`config.mk`:
```
export PLATFORM = sky130hd
export DESIGN_NAME = spc_top
export DESIGN_NICKNAME = d
export VERILOG_FILES = /design/src/common/spc_pkg.sv /design/src/hdl/spc_chop.sv /design/src/hdl/spc_sync.sv /design/src/hdl/spc_top.sv
export SDC_FILE = /design/constraint.sdc
export NUM_CORES = 1
export LEC_CHECK = 0
export BUFFER_PORTS_ARGS = -buffer_cell sky130_fd_sc_hd__buf_2
export CAP_MARGIN = 15
export CORE_MARGIN = 2
export CORE_UTILIZATION = 40
export DETAILED_ROUTE_END_ITERATION = 8
export PLACE_DENSITY_LB_ADDON = 0.15
export SLEW_MARGIN = 30
export SYNTH_ARGS = -nofsm -noshare
export SYNTH_HDL_FRONTEND = slang
export SYNTH_HIERARCHICAL = 1
export SYNTH_SLANG_ARGS = --single-unit
```
`constraint.sdc`:
```
create_clock -name pclk -period 3.6 [get_ports pclk]
set_input_delay 0 -clock pclk [delete_from_list [all_inputs] [get_ports pclk]]
set_output_delay 0 -clock pclk [all_outputs]
set_load 0.005 [all_outputs]
```
`src/common/spc_pkg.sv`:
```
// spc_pkg: constants, register map and carrier types of the stepper
// phase and chopper logic.
// assumes a 200 MHz pclk; every time below becomes a cycle count from it.
package spc_pkg;

   // ==========================================================
   // clock and timing
   // ==========================================================
   localparam int CLK_MHZ        = 200;   // pclk rate
   localparam int DEAD_NS        = 1000;  // leg dead time, least
   localparam int BLANK_NS       = 1000;  // comparator blanking, least
   localparam int MIN_ON_NS      = 2500;  // least on time of a bridge
   // least times round up to whole cycles
   localparam int DEAD_CYC       = (DEAD_NS * CLK_MHZ + 999) / 1000;
   localparam int BLANK_CYC      = (BLANK_NS * CLK_MHZ + 999) / 1000;
   localparam int MIN_ON_CYC     = (MIN_ON_NS * CLK_MHZ + 999) / 1000;
   localparam int CNT_W          = 10;    // holds the counts above
   localparam int OFF_W          = 21;    // off-time counter width (up to 10.49 ms)
   localparam logic [OFF_W-1:0] OFFTIME_RST = 21'h000a28; // 13 us

   // ==========================================================
   // register map (byte addresses)
   // ==========================================================
   localparam logic [7:0] ADDR_STATUS    = 8'h00;
   localparam logic [7:0] ADDR_OFFTIME_A = 8'h04;
   localparam logic [7:0] ADDR_OFFTIME_B = 8'h08;
   localparam logic [7:0] ADDR_INT_STAT  = 8'h0c;
   localparam logic [7:0] ADDR_INT_MASK  = 8'h10;

   // interrupt bit positions
   localparam int INT_STEP  = 0;
   localparam int INT_TRIPA = 1;
   localparam int INT_TRIPB = 2;
   localparam int INT_OVC   = 3;
   localparam int INT_THERM = 4;
   localparam int INT_UVLO  = 5;
   localparam int INT_W     = 6;

   // status field positions
   localparam int ST_PHASE  = 0;   // 3 bits, home state reads 0
   localparam int ST_GATE_A = 4;   // 4 bits
   localparam int ST_GATE_B = 8;   // 4 bits
   localparam int ST_FAULT  = 12;  // protection pulling enable low
   localparam int ST_EN     = 13;  // bridges enabled

   // ==========================================================
   // sequencer
   // ==========================================================
   localparam logic [2:0] PHASE_HOME = 3'h0;  // state 1
   // drive polarity: 00 off, 01 positive, 10 negative; 2 bits per state
   localparam logic [15:0] POL_TAB_A = 16'h4a85; // +,+,0,-,-,-,0,+
   localparam logic [15:0] POL_TAB_B = 16'ha854; // 0,+,+,+,0,-,-,-

   typedef enum logic [1:0] {
      SPC_POL_OFF = 2'b00,
      SPC_POL_POS = 2'b01,
      SPC_POL_NEG = 2'b10
   } spc_pol_t;

   // gate drive of one full bridge
   typedef struct packed {
      logic hi1;
      logic lo1;
      logic hi2;
      logic lo2;
   } spc_gate_t;

   // logic-level pins from the host
   typedef struct packed {
      logic step_clk;
      logic rotation_dir;
      logic half_step;
      logic slow_decay;
      logic reset_n;
      logic enable;
   } spc_pins_t;

endpackage : spc_pkg

```
`src/hdl/spc_chop.sv`:
```
// spc_chop: constant off-time chopper of one full bridge.
// assumes trip is already synchronised and pol comes from the sequencer.
`timescale 1ns/1ps
module spc_chop
   import spc_pkg::*;
#(
   parameter int OW = OFF_W
) (
   input  wire logic            pclk,
   input  wire logic            presetn,
   input  wire logic            bridge_en,
   input  wire logic            slow_decay,
   input  wire spc_pkg::spc_pol_t pol,
   input  wire logic            trip,
   input  wire logic [OW-1:0]   offtime,
   output spc_pkg::spc_gate_t   gate,
   output logic                 trip_evt
);

   // ==========================================================
   // state
   // ==========================================================
   typedef enum logic [1:0] {
      CH_IDLE = 2'b00,   // everything off
      CH_DEAD = 2'b01,   // dead time before turn-on
      CH_ON   = 2'b10,   // conducting
      CH_OFF  = 2'b11    // monostable running
   } spc_ch_t;

   spc_ch_t          st_r;     // chopper state
   logic [OW-1:0]    cnt_r;    // shared timer
   spc_pol_t         pol_r;    // polarity being driven
   spc_gate_t        gate_nxt; // next gate drive
   logic             keep_hi_r; // dead time entered from an off time

   logic trip_ok;
   // blanking and least on time both gate the comparator
   assign trip_ok = (cnt_r >= OW'(BLANK_CYC)) && (cnt_r >= OW'(MIN_ON_CYC));

   // ==========================================================
   // state machine
   // ==========================================================
   always_ff @(posedge pclk or negedge presetn) begin
      if (!presetn) begin
         st_r     <= CH_IDLE;
         cnt_r    <= '0;
         pol_r    <= SPC_POL_OFF;
         trip_evt <= 1'b0;
         keep_hi_r <= 1'b0;
      end else begin
         trip_evt <= 1'b0;
         if (!bridge_en || pol == SPC_POL_OFF) begin
            st_r  <= CH_IDLE;
            cnt_r <= '0;
            pol_r <= SPC_POL_OFF;
            keep_hi_r <= 1'b0;
         end else if (pol != pol_r) begin
            st_r  <= CH_DEAD;
            cnt_r <= '0;
            pol_r <= pol;
            keep_hi_r <= 1'b0;
         end else begin
            unique case (st_r)
               CH_IDLE: begin
                  st_r  <= CH_DEAD;
                  cnt_r <= '0;
                  keep_hi_r <= 1'b0;
               end
               CH_DEAD: begin
                  if (cnt_r >= OW'(DEAD_CYC - 1)) begin
                     st_r  <= CH_ON;
                     cnt_r <= '0;
                  end else begin
                     cnt_r <= cnt_r + 1'b1;
                  end
               end
               CH_ON: begin
                  if (trip && trip_ok) begin
                     st_r     <= CH_OFF;
                     cnt_r    <= '0;
                     trip_evt <= 1'b1;
                  end else if (!trip_ok) begin
                     cnt_r <= cnt_r + 1'b1;
                  end
               end
               CH_OFF: begin
                  if (cnt_r + 1'b1 >= offtime) begin
                     st_r  <= CH_DEAD;
                     keep_hi_r <= 1'b1;
                     cnt_r <= '0;
                  end else begin
                     cnt_r <= cnt_r + 1'b1;
                  end
               end
            endcase
         end
      end
   end

   // ==========================================================
   // gate decode
   // ==========================================================
   always_comb begin
      gate_nxt = '0;
      if (st_r == CH_ON) begin
         // positive: hi1 + lo2, negative: hi2 + lo1
         gate_nxt.hi1 = (pol_r == SPC_POL_POS);
         gate_nxt.lo2 = (pol_r == SPC_POL_POS);
         gate_nxt.hi2 = (pol_r == SPC_POL_NEG);
         gate_nxt.lo1 = (pol_r == SPC_POL_NEG);
      // after a polarity change every switch stays off, so the other leg gets its dead time
      end else if (st_r == CH_OFF || (st_r == CH_DEAD && slow_decay && keep_hi_r)) begin
         // slow decay keeps high side on
         if (slow_decay) begin
            gate_nxt.hi1 = (pol_r == SPC_POL_POS);
            gate_nxt.hi2 = (pol_r == SPC_POL_NEG);
         end
      end
   end

   // gates are registered; re-checked against enable for a fast off
   always_ff @(posedge pclk or negedge presetn) begin
      if (!presetn) begin
         gate <= '0;
      end else begin
         gate <= bridge_en ? gate_nxt : '0;
      end
   end

endmodule : spc_chop

```
`src/hdl/spc_sync.sv`:
```
// spc_sync: two-flop synchroniser for a vector of levels.
// assumes each bit is an independent level from outside pclk.
`timescale 1ns/1ps
module spc_sync #(
   parameter int W = 1
) (
   input  wire logic         pclk,
   input  wire logic         presetn,
   input  wire logic [W-1:0] d,
   output logic      [W-1:0] q
);

   // ==========================================================
   // two stages
   // ==========================================================
   logic [W-1:0] meta_r;  // first stage, read only by the second

   // the first flop may go metastable; only q is used downstream
   always_ff @(posedge pclk or negedge presetn) begin
      if (!presetn) begin
         meta_r <= '0;
         q      <= '0;
      end else begin
         meta_r <= d;
         q      <= meta_r;
      end
   end

endmodule : spc_sync

```
`src/hdl/spc_top.sv`:
```
// spc_top: phase sequencer, two choppers, protection and APB registers
// of a two-phase bipolar stepper driver.
// assumes host pins and analogue comparator flags arrive unsynchronised;
// APB master runs on pclk.
`timescale 1ns/1ps

// Functional notes
// - one step per rising step clock edge
// - direction high clockwise, low reverse
// - step select high half, low full
// - reset pin low holds home state one
// - decay pin high slow, low fast
// - enable low turns every switch off
// - overcurrent or thermal pulls enable low
// - two independent off-time choppers
// - each bridge has its own off time
// - comparator blanked one microsecond after turn-on
// - trip turns bridge off until timeout
// - fast decay both off, slow one
// - dead time between leg transistors
// - least on time before a trip
module spc_top
   import spc_pkg::*;
#(
   parameter int OW = OFF_W
) (
   input  wire logic                pclk,
   input  wire logic                presetn,
   // apb slave
   input  wire logic                psel,
   input  wire logic                penable,
   input  wire logic                pwrite,
   input  wire logic [7:0]          paddr,
   input  wire logic [31:0]         pwdata,
   output logic      [31:0]         prdata,
   output logic                     pready,
   output logic                     pslverr,
   // host logic pins
   input  wire spc_pkg::spc_pins_t  pins,
   // open-drain enable pin: driven low by protection
   output logic                     enable_o,
   output logic                     enable_oe_n,
   // analogue flags
   input  wire logic                sense_trip_a,
   input  wire logic                sense_trip_b,
   input  wire logic                overcurrent_limit,
   input  wire logic                thermal_fault,
   input  wire logic                undervoltage,
   // bridge gates
   output spc_pkg::spc_gate_t       gate_a,
   output spc_pkg::spc_gate_t       gate_b,
   output logic                     irq
);

   // ==========================================================
   // helpers
   // ==========================================================
   // polarity of one bridge in one half-step state
   function automatic spc_pol_t spc_pol_of(input logic [15:0] tab,
                                           input logic [2:0]  idx);
      logic [1:0] v;
      v = tab[{idx, 1'b0} +: 2];
      return spc_pol_t'(v);
   endfunction : spc_pol_of

   // ==========================================================
   // input synchronisers
   // ==========================================================
   spc_pins_t pins_s;        // synchronised host pins
   logic [4:0] ana_s;        // synchronised analogue flags

   spc_sync #(.W($bits(spc_pins_t))) u_sync_pins (
      .pclk    (pclk),
      .presetn (presetn),
      .d       (pins),
      .q       (pins_s)
   );

   spc_sync #(.W(5)) u_sync_ana (
      .pclk    (pclk),
      .presetn (presetn),
      .d       ({sense_trip_a, sense_trip_b, overcurrent_limit,
                 thermal_fault, undervoltage}),
      .q       (ana_s)
   );

   logic trip_a_s;      // bridge a comparator
   logic trip_b_s;      // bridge b comparator
   logic ovc_s;         // supply overcurrent
   logic therm_s;       // thermal shutdown
   logic uvlo_s;        // undervoltage lockout
   assign {trip_a_s, trip_b_s, ovc_s, therm_s, uvlo_s} = ana_s;

   // ==========================================================
   // step clock edge detection
   // ==========================================================
   logic step_d_r;      // previous synchronised step level
   logic step_rise;     // one-cycle pulse on rising edge

   always_ff @(posedge pclk or negedge presetn) begin
      if (!presetn) begin
         step_d_r <= 1'b0;
      end else begin
         step_d_r <= pins_s.step_clk;
      end
   end

   assign step_rise = pins_s.step_clk && !step_d_r;

   // ==========================================================
   // phase sequencer
   // ==========================================================
   logic [2:0] phase_r;   // half-step state, 0 is home state 1
   logic [2:0] stride;    // 1 in half step, 2 in full step

   assign stride = pins_s.half_step ? 3'h1 : 3'h2;

   // a low reset pin wins over a simultaneous step edge
   always_ff @(posedge pclk or negedge presetn) begin
      if (!presetn) begin
         phase_r <= PHASE_HOME;
      end else if (!pins_s.reset_n) begin
         phase_r <= PHASE_HOME;
      end else if (step_rise) begin
         if (pins_s.rotation_dir) begin
            phase_r <= phase_r + stride;
         end else begin
            phase_r <= phase_r - stride;
         end
      end
   end

   spc_pol_t pol_a;   // drive polarity of bridge a
   spc_pol_t pol_b;   // drive polarity of bridge b
   assign pol_a = spc_pol_of(POL_TAB_A, phase_r);
   assign pol_b = spc_pol_of(POL_TAB_B, phase_r);

   // ==========================================================
   // protection
   // ==========================================================
   logic fault_r;     // protection pulls enable pin low
   logic bridge_en;   // both bridges may switch

   always_ff @(posedge pclk or negedge presetn) begin
      if (!presetn) begin
         fault_r <= 1'b0;
      end else begin
         fault_r <= ovc_s || therm_s;
      end
   end

   // open drain: only ever drives low, released otherwise
   assign enable_o    = 1'b0;
   assign enable_oe_n = !fault_r;

   // the pin reads low while we pull it, but that loops back two
   // cycles late, so the internal fault is also folded in directly
   // master enable
   assign bridge_en = pins_s.enable && !fault_r && !uvlo_s && !therm_s;

   // ==========================================================
   // choppers
   // ==========================================================
   logic [OW-1:0] offtime_net_a_r;  // bridge a off time, cycles
   logic [OW-1:0] offtime_net_b_r;  // bridge b off time, cycles
   logic          tripev_a;         // bridge a monostable fired
   logic          tripev_b;         // bridge b monostable fired

   spc_chop #(.OW(OW)) u_chop_a (
      .pclk       (pclk),
      .presetn    (presetn),
      .bridge_en  (bridge_en),
      .slow_decay (pins_s.slow_decay),
      .pol        (pol_a),
      .trip       (trip_a_s),
      .offtime    (offtime_net_a_r),
      .gate       (gate_a),
      .trip_evt   (tripev_a)
   );

   spc_chop #(.OW(OW)) u_chop_b (
      .pclk       (pclk),
      .presetn    (presetn),
      .bridge_en  (bridge_en),
      .slow_decay (pins_s.slow_decay),
      .pol        (pol_b),
      .trip       (trip_b_s),
      .offtime    (offtime_net_b_r),
      .gate       (gate_b),
      .trip_evt   (tripev_b)
   );

   // ==========================================================
   // apb decode
   // ==========================================================
   logic wr_acc;            // write access phase
   logic rd_setup;          // setup phase of any transfer, read or write
   logic addr_ok;           // mapped address

   assign pready   = 1'b1;  // zero wait states
   assign wr_acc   = psel && penable && pwrite;
   assign rd_setup = psel && !penable;
   assign addr_ok  = (paddr == ADDR_STATUS) || (paddr == ADDR_OFFTIME_A) ||
                     (paddr == ADDR_OFFTIME_B) || (paddr == ADDR_INT_STAT) ||
                     (paddr == ADDR_INT_MASK);

   // ==========================================================
   // off-time registers
   // ==========================================================
   // separate off times
   always_ff @(posedge pclk or negedge presetn) begin
      if (!presetn) begin
         offtime_net_a_r <= OW'(OFFTIME_RST);
         offtime_net_b_r <= OW'(OFFTIME_RST);
      end else if (wr_acc) begin
         if (paddr == ADDR_OFFTIME_A) begin
            offtime_net_a_r <= pwdata[OW-1:0];
         end
         if (paddr == ADDR_OFFTIME_B) begin
            offtime_net_b_r <= pwdata[OW-1:0];
         end
      end
   end

   // ==========================================================
   // interrupts
   // ==========================================================
   logic [INT_W-1:0] int_stat_r;  // sticky events
   logic [INT_W-1:0] int_mask_r;  // 1 enables the event
   logic [INT_W-1:0] int_set;     // events this cycle
   logic [INT_W-1:0] int_clr;     // write-one-to-clear
   logic             ovc_d_r;     // overcurrent last cycle
   logic             therm_d_r;   // thermal last cycle
   logic             uvlo_d_r;    // undervoltage last cycle

   always_ff @(posedge pclk or negedge presetn) begin
      if (!presetn) begin
         ovc_d_r   <= 1'b0;
         therm_d_r <= 1'b0;
         uvlo_d_r  <= 1'b0;
      end else begin
         ovc_d_r   <= ovc_s;
         therm_d_r <= therm_s;
         uvlo_d_r  <= uvlo_s;
      end
   end

   always_comb begin
      int_set            = '0;
      int_set[INT_STEP]  = step_rise && pins_s.reset_n;
      int_set[INT_TRIPA] = tripev_a;
      int_set[INT_TRIPB] = tripev_b;
      int_set[INT_OVC]   = ovc_s && !ovc_d_r;
      int_set[INT_THERM] = therm_s && !therm_d_r;
      int_set[INT_UVLO]  = uvlo_s && !uvlo_d_r;
   end

   assign int_clr = (wr_acc && paddr == ADDR_INT_STAT) ? pwdata[INT_W-1:0] : '0;

   // a set in the clearing cycle survives
   always_ff @(posedge pclk or negedge presetn) begin
      if (!presetn) begin
         int_stat_r <= '0;
      end else begin
         int_stat_r <= (int_stat_r & ~int_clr) | int_set;
      end
   end

   always_ff @(posedge pclk or negedge presetn) begin
      if (!presetn) begin
         int_mask_r <= '0;
      end else if (wr_acc && paddr == ADDR_INT_MASK) begin
         int_mask_r <= pwdata[INT_W-1:0];
      end
   end

   assign irq = |(int_stat_r & int_mask_r);

   // ==========================================================
   // read data
   // ==========================================================
   logic [31:0] status_w;   // live status word

   always_comb begin
      status_w                     = '0;
      status_w[ST_PHASE +: 3]      = phase_r;
      status_w[ST_GATE_A +: 4]     = gate_a;
      status_w[ST_GATE_B +: 4]     = gate_b;
      status_w[ST_FAULT]           = fault_r;
      status_w[ST_EN]              = bridge_en;
   end

   // sampled in the setup phase, valid throughout the access phase
   always_ff @(posedge pclk or negedge presetn) begin
      if (!presetn) begin
         prdata  <= '0;
         pslverr <= 1'b0;
      end else if (rd_setup) begin
         pslverr <= !addr_ok;
         prdata  <= '0;
         if (!pwrite) begin
            unique case (paddr)
               ADDR_STATUS:    prdata <= status_w;
               ADDR_OFFTIME_A: prdata <= 32'(offtime_net_a_r);
               ADDR_OFFTIME_B: prdata <= 32'(offtime_net_b_r);
               ADDR_INT_STAT:  prdata <= 32'(int_stat_r);
               ADDR_INT_MASK:  prdata <= 32'(int_mask_r);
               default:        prdata <= '0;
            endcase
         end
      end
   end

endmodule : spc_top

```
==> After elaboration in Yosys (flattened, before gate mapping) <==
Index checks and enable logic that the tools add are counted.
{ "totals": {"register_bits": 179, "in_bits": 56, "out_inout_bits": 45} }
{ "classes": {"add_sub_neg": 4, "magnitude_cmp": 8, "n_eq_ne": 25, "shifts": 2, "mux": 71, "bitwise_logic": 4, "n_reduce_logical": 56} }
{ "ops": {"columns": ["op", "n"], "rows": [
  ["2-to-1 mux 21 bit", 13],
  ["one-hot mux 21 bit (4 select lines)", 2],
  ["one-hot mux 21 bit (5 select lines)", 1],
  [">= comparator 21 x 8 -> 1 bit (second input constant)", 4],
  ["adder 21 x 1 -> 21 bit (second input constant)", 2],
  [">= comparator 21 bit", 2],
  [">= comparator 21 x 9 -> 1 bit (second input constant)", 2],
  ["indexed part select 16 x 5 -> 2 bit (first input constant)", 2],
  ["2-to-1 mux 1 bit", 30],
  ["2-to-1 mux 2 bit", 15],
  ["inequality test 4 x 1 -> 1 bit (second input constant)", 6],
  ["logical AND 1 bit", 21],
  ["== test 8 x 4 -> 1 bit (second input constant)", 2],
  ["one-hot mux 2 bit (4 select lines)", 2],
  ["bitwise AND 6 bit", 2],
  ["== test 2 bit (second input constant)", 6],
  ["logical NOT 1 bit", 10],
  ["inequality test 5 bit (second input constant)", 2],
  ["logical OR 1 bit", 9],
  ["2-to-1 mux 3 bit", 3],
  ["== test 2 x 1 -> 1 bit (second input constant)", 4],
  ["== test 8 x 3 -> 1 bit (second input constant)", 1],
  ["== test 8 x 5 -> 1 bit (second input constant)", 1],
  ["logical NOT 2 bit", 4],
  ["other kinds (15)", 24]
]} }

==> Logic depth before layout (Yosys ltp) <==
{ "depth": {"ltp_word": 8, "ltp_mapped": 14} }

==> Cells and area by module <==
Netlist, hierarchy kept.
{ "by_module_without_submodules": {"columns": ["module", "n_inst", "cells_per_inst", "area_per_inst_um2"], "rows": [
  ["spc_chop", 2, 287, 2511.2],
  ["spc_top", 1, 332, 3893.7],
  ["spc_sync (u_sync_pins)", 1, 12, 300.3],
  ["spc_sync (u_sync_ana)", 1, 10, 250.2]
]} }

==> Worst setup path before layout <==
OpenSTA, ideal clock, no wires.
{ "synth_path": {"kind": "register to register", "from": "reg u_chop_b.cnt_r[2]", "to": "reg u_chop_b.cnt_r[5]", "setup_time_ns": 0.066, "arrival_ns": 3.294, "required_ns": 3.534, "slack_ns": 0.240, "stages_incl_launch_ff": 13, "n_path_buf": 1, "cell_sequence": "dfrtp_1 > clkbuf_1 > nand4_1 > nor3_1 > nand3_1 > xnor2_1 > ha_1 > a21oi_1 > nand2_1 > a221oi_1 > nand4_2 > a2111oi_2 > a221o_1"} }
{ "synth_between": {"elab_chain_cells": 7} }
{ "synth_lines": {"columns": ["item", "line", "source"], "rows": [
  ["start: declaration", "spc_chop.sv:31", "logic [OW-1:0] cnt_r;"],
  ["start signal: assignment", "spc_chop.sv:74", "cnt_r <= cnt_r + 1'b1;"],
  ["start signal: assignment", "spc_chop.sv:83", "cnt_r <= cnt_r + 1'b1;"],
  ["start signal: assignment", "spc_chop.sv:92", "cnt_r <= cnt_r + 1'b1;"],
  ["branches (longest 7 deep; another with adder 21 x 1 -> 21 bit)", null, null]
]} }
Several ways; the timed one is not identified. The select of a mux whose other input is x is not followed.
A chain may end at the register's enable or synchronous reset.

==> Worst setup path in the final report <==
{ "layout_path": {"from": "reg u_chop_a.cnt_r[1]", "to": "reg u_chop_a.cnt_r[3]"} }
{ "layout_between": {"elab_chain_cells": 7} }
{ "layout_lines": {"columns": ["item", "line"], "rows": [
  ["start: declaration", "spc_chop.sv:31"],
  ["start signal: assignment", "spc_chop.sv:74"],
  ["start signal: assignment", "spc_chop.sv:83"],
  ["start signal: assignment", "spc_chop.sv:92"],
  ["branches (longest 7 deep; another with adder 21 x 1 -> 21 bit)", null]
]} }
Several ways; the timed one is not identified. The select of a mux whose other input is x is not followed.

==> summary.txt <==
Synthesis
  • Yosys cell types: between 60 and 70
  • Mapped cell area: 0.00947 mm²
  • Mapped Cells: 928
  • Post-synth EDFFs: 0
  • Synth async-reset ratio: 100%
  • Sequential fraction of the synthesis area: 44.5%
  • Most used DFF post-synth: dfrtp_1
  • Synth Area per Inst: 10.2 µm²
  • Seq cells post-synth: 168
  • Yosys warning total: 6

Clock tree
  • Reg clk slew, reported paths: roughly 0.07 ns
  • CTS tree: yes
  • Later-pin clock latency in the skew report: 0.43 ns
  • Sink Count: 168
  • Cts bufs inserted: 17
  • Max Buffers Root-to-Sink: 2
  • CTS H-tree depth: 4
  • Root Buffer: clkbuf_16

Placement
  • RePlAce Congestion: 0.861
  • DPL Wire Length: 18400 µm
  • Placed cell area: 0.0107 mm²
  • Pre-CTS WS: 0.0275 ns
  • Cells after DPL: 1373
  • Port bufs: between 70 and 80

Global route
  • First-pass GRT wire length: 39700 µm
  • GR Overflow Total: 0
  • Initial antenna violation count: 0
  • Largest net degree at the start of global routing: 83
  • GRT Total Usage: 20.8%
  • Vias in the first global route: 7300

Finish
  • Area Growth Syn to Fin: 27.1%
  • Layout Cells excl Fill: 1450
  • FILL cells: 2163
  • Fraction of layout cells with a size suffix above 1: between 20% and 30%
  • Area of the multi-input gates: 0.00512 mm²
  • Final instance area: between 0.01 and 0.015 mm²
  • Ant. Diodes: 0
  • Commonest non-fill, non-tap cell in the layout: dfrtp_1
  • Final #Nets: between 1000 and 1500
  • Most frequent cells in the layout: dfrtp_1 (160), nand2_1 (99), buf_4 (88), buf_2 (75), inv_1 (60)
  • Reg area: 0.00421 mm²

Worst setup path
  • Worst setup SP type: flip-flop
  • CP arrival: 3.86 ns
  • Setup crit end kind: flip-flop
  • Critical path type: reg2reg
  • Largest stage delay, worst path: 0.39 ns
  • Worst path cell trace: ha_2 -> and4_4 -> nand4_1 -> nor2_2 -> nand2_1 -> xnor2_2 -> ha_1 -> nand4_1 -> nor4_4 -> buf_4 -> a221oi_4 -> nand4_4 -> buf_6 -> a2111oi_4 -> a221o_1
  • Req. time, crit path: about 4 ns
  • Most frequent cell on the critical path: nand4_1
  • Crit-path max FO: 5
  • Crit-path slowest cell: dfrtp_1

STA
  • Slew of the pin with the lowest slew margin: 0.931 ns
  • Max-slew violation count: 0
  • RSZ-0062 raised after global routing: yes
  • Maximum clock frequency: 286 MHz
  • Final Hold Vio Count: 0
  • Setup WS post-layout: about 0.11 ns
  • Setup violators final: 0
  • Fin Clk Skew: between 0.008 and 0.009 ns
  • Post-layout min period: between 3 and 4 ns
  • Period utilisation layout: 97.1%
  • Slew headroom: 37.5%

Run
  • Max_cap viols: 0

Floorplanning
  • Die W: 158 µm
  • Initial Util: 40.6%
  • Io pins: roughly 100
  • Core ar.: 0.0233 mm²
  • Die Span Y: between 150 and 200 µm
  • FP Rows: 56
  • Die ar.: 0.0249 mm²

Route
  • Drt total wl: 25200 µm
  • DRT iter0 DRCs: approximately 360
  • Vias: about 7500
  • TritonRoute pass-1 iters: 5
  • DRC: 0
  • Detail Route Antenna Nets: 0
  • Wire length per cell: ~17 µm
  • Vias per cell: 5.15

Pwr
  • Peak supply drop: 265 µV
  • Cell Pwr Density: 336 mW/mm²
  • Total power: between 4 and 5 mW
  • LEAKAGE: approximately 5.6 nW

Hold path
  • Tightest Hold Check Type: in2reg

Status
  • Status: completed
[sequential cells by signal, summed over array words and instances (netlist names), 2 cells and up]
signal / flops
int_stat_r: 6
phase_r: 3
offtime_net_a_r: 21
u_chop_b/cnt_r: 21
u_chop_a/gate: 4
offtime_net_b_r: 21
u_chop_a/pol_r: 2
u_chop_a/st_r: 2
u_chop_b/pol_r: 2
u_sync_pins/q: 6
prdata: 21
u_sync_pins/meta_r: 6
u_sync_ana/q: 5
u_chop_b/gate: 4
int_mask_r: 6
u_chop_b/st_r: 2
u_sync_ana/meta_r: 5
u_chop_a/cnt_r: 21
[Yosys cell counts (all sizes together), types with 8 or more instances]
library cell  count  area (µm²)
clkbuf           20        75.1
and3              8        50.1
xnor2            22         193
and2             30         188
nor3              8        45.0
nor2b            15        93.8
mux2i            23         230
nor4             10         120
mux2             50         563
dfrtp           160        4000
nand4            17         119
inv              60         225
nand3            24         120
o211ai           11        82.6
a22oi            10        75.1
nor2             52         195
nand2b           17         106
dfstp             8         210
a21oi            31         155
o21ai            51         255
ha               57         713
nand2           105         399
xor2             16         140
a31o             10        87.6
buf              27         213
[metal layers]
layer | track usage, % | up-vias | wire length (µm)
li1 | - | 3624 | -
met1 | 29.9 | 3654 | 12100
met2 | 32.9 | 158 | 11900
met3 | 2.87 | 25 | 812
met4 | 5.41 | 0 | 362
met5 | 0 | - | 0
[worst paths after layout]
check,startpoint,to,slack (ns),cells after the start
min in group asynchronous,presetn,uvlo_d_r,0.19,2
max in group asynchronous,presetn,offtime_net_b_r[9],2.43,3
max,u_chop_a/cnt_r[1],u_chop_a/cnt_r[3],0.11,15
max reg2reg,u_chop_a/cnt_r[1],u_chop_a/cnt_r[3],0.11,15
min,paddr[5],prdata[1],0.07,5
min reg2reg,u_sync_pins/meta_r[5],u_sync_pins/q[5],0.35,0
[cells by family after synthesis]
family | Yosys count | synth area share (%)
AND/OR/NAND/NOR | 306 | 17.1
AO/OA/AOI/OAI | 176 | 13.2
flip-flops | 168 | 44.5
buffers and inverters | 107 | 5.42
multiplexers | 73 | 8.38
adder cells (fa/ha/maj) | 58 | 7.75
XOR/XNOR | 38 | 3.52
other | 2 | 0.0793
[cell type report]
class	count	share of cell area, %
multi-input cells	664	42.6
clock inverters	13	1.23
repair buffers	207	12.4
inverters	60	1.87
well taps	319	3.32
flip-flops and latches	168	35.0
clock buffers	19	3.60
[timing repair]
action,in CTS,in global routing
hold endpoints to repair,147,0
buffers inserted,0,11
hold buffers,37,0
gates resized for setup,1,63
endpoints found under the setup margin,2,47
pin swaps,0,36
[critical path: cells and delay by family (launching register included)]
kind                     cells  cell delay, ns
AO/OA/AOI/OAI                3            0.82
flip-flops                   1            0.39
AND/OR/NAND/NOR              7            1.18
buffers and inverters        2            0.33
XOR/XNOR                     1            0.20
adder cells (fa/ha/maj)      2            0.49
[where the power goes]
part / switching (mW) / internal [mW]
Sequential: 0.0243 / 1.92
Combinational: 0.153 / 0.117
Clock: 0.798 / 1.03
Total: 0.976 / 3.06
[through the flow]
stage	TNS [ns]	util, %	hold WS [ns]
detailed placement	0	45.7	0.109
CTS	0	49.8	0.0538
global route	-0.549	51.6	0.121
floorplan	0	-	-0.296
finish	0	51.6	0.0738
global placement	0	45.7	0.108
No activity file was read; power rests on OpenSTA's default activity.
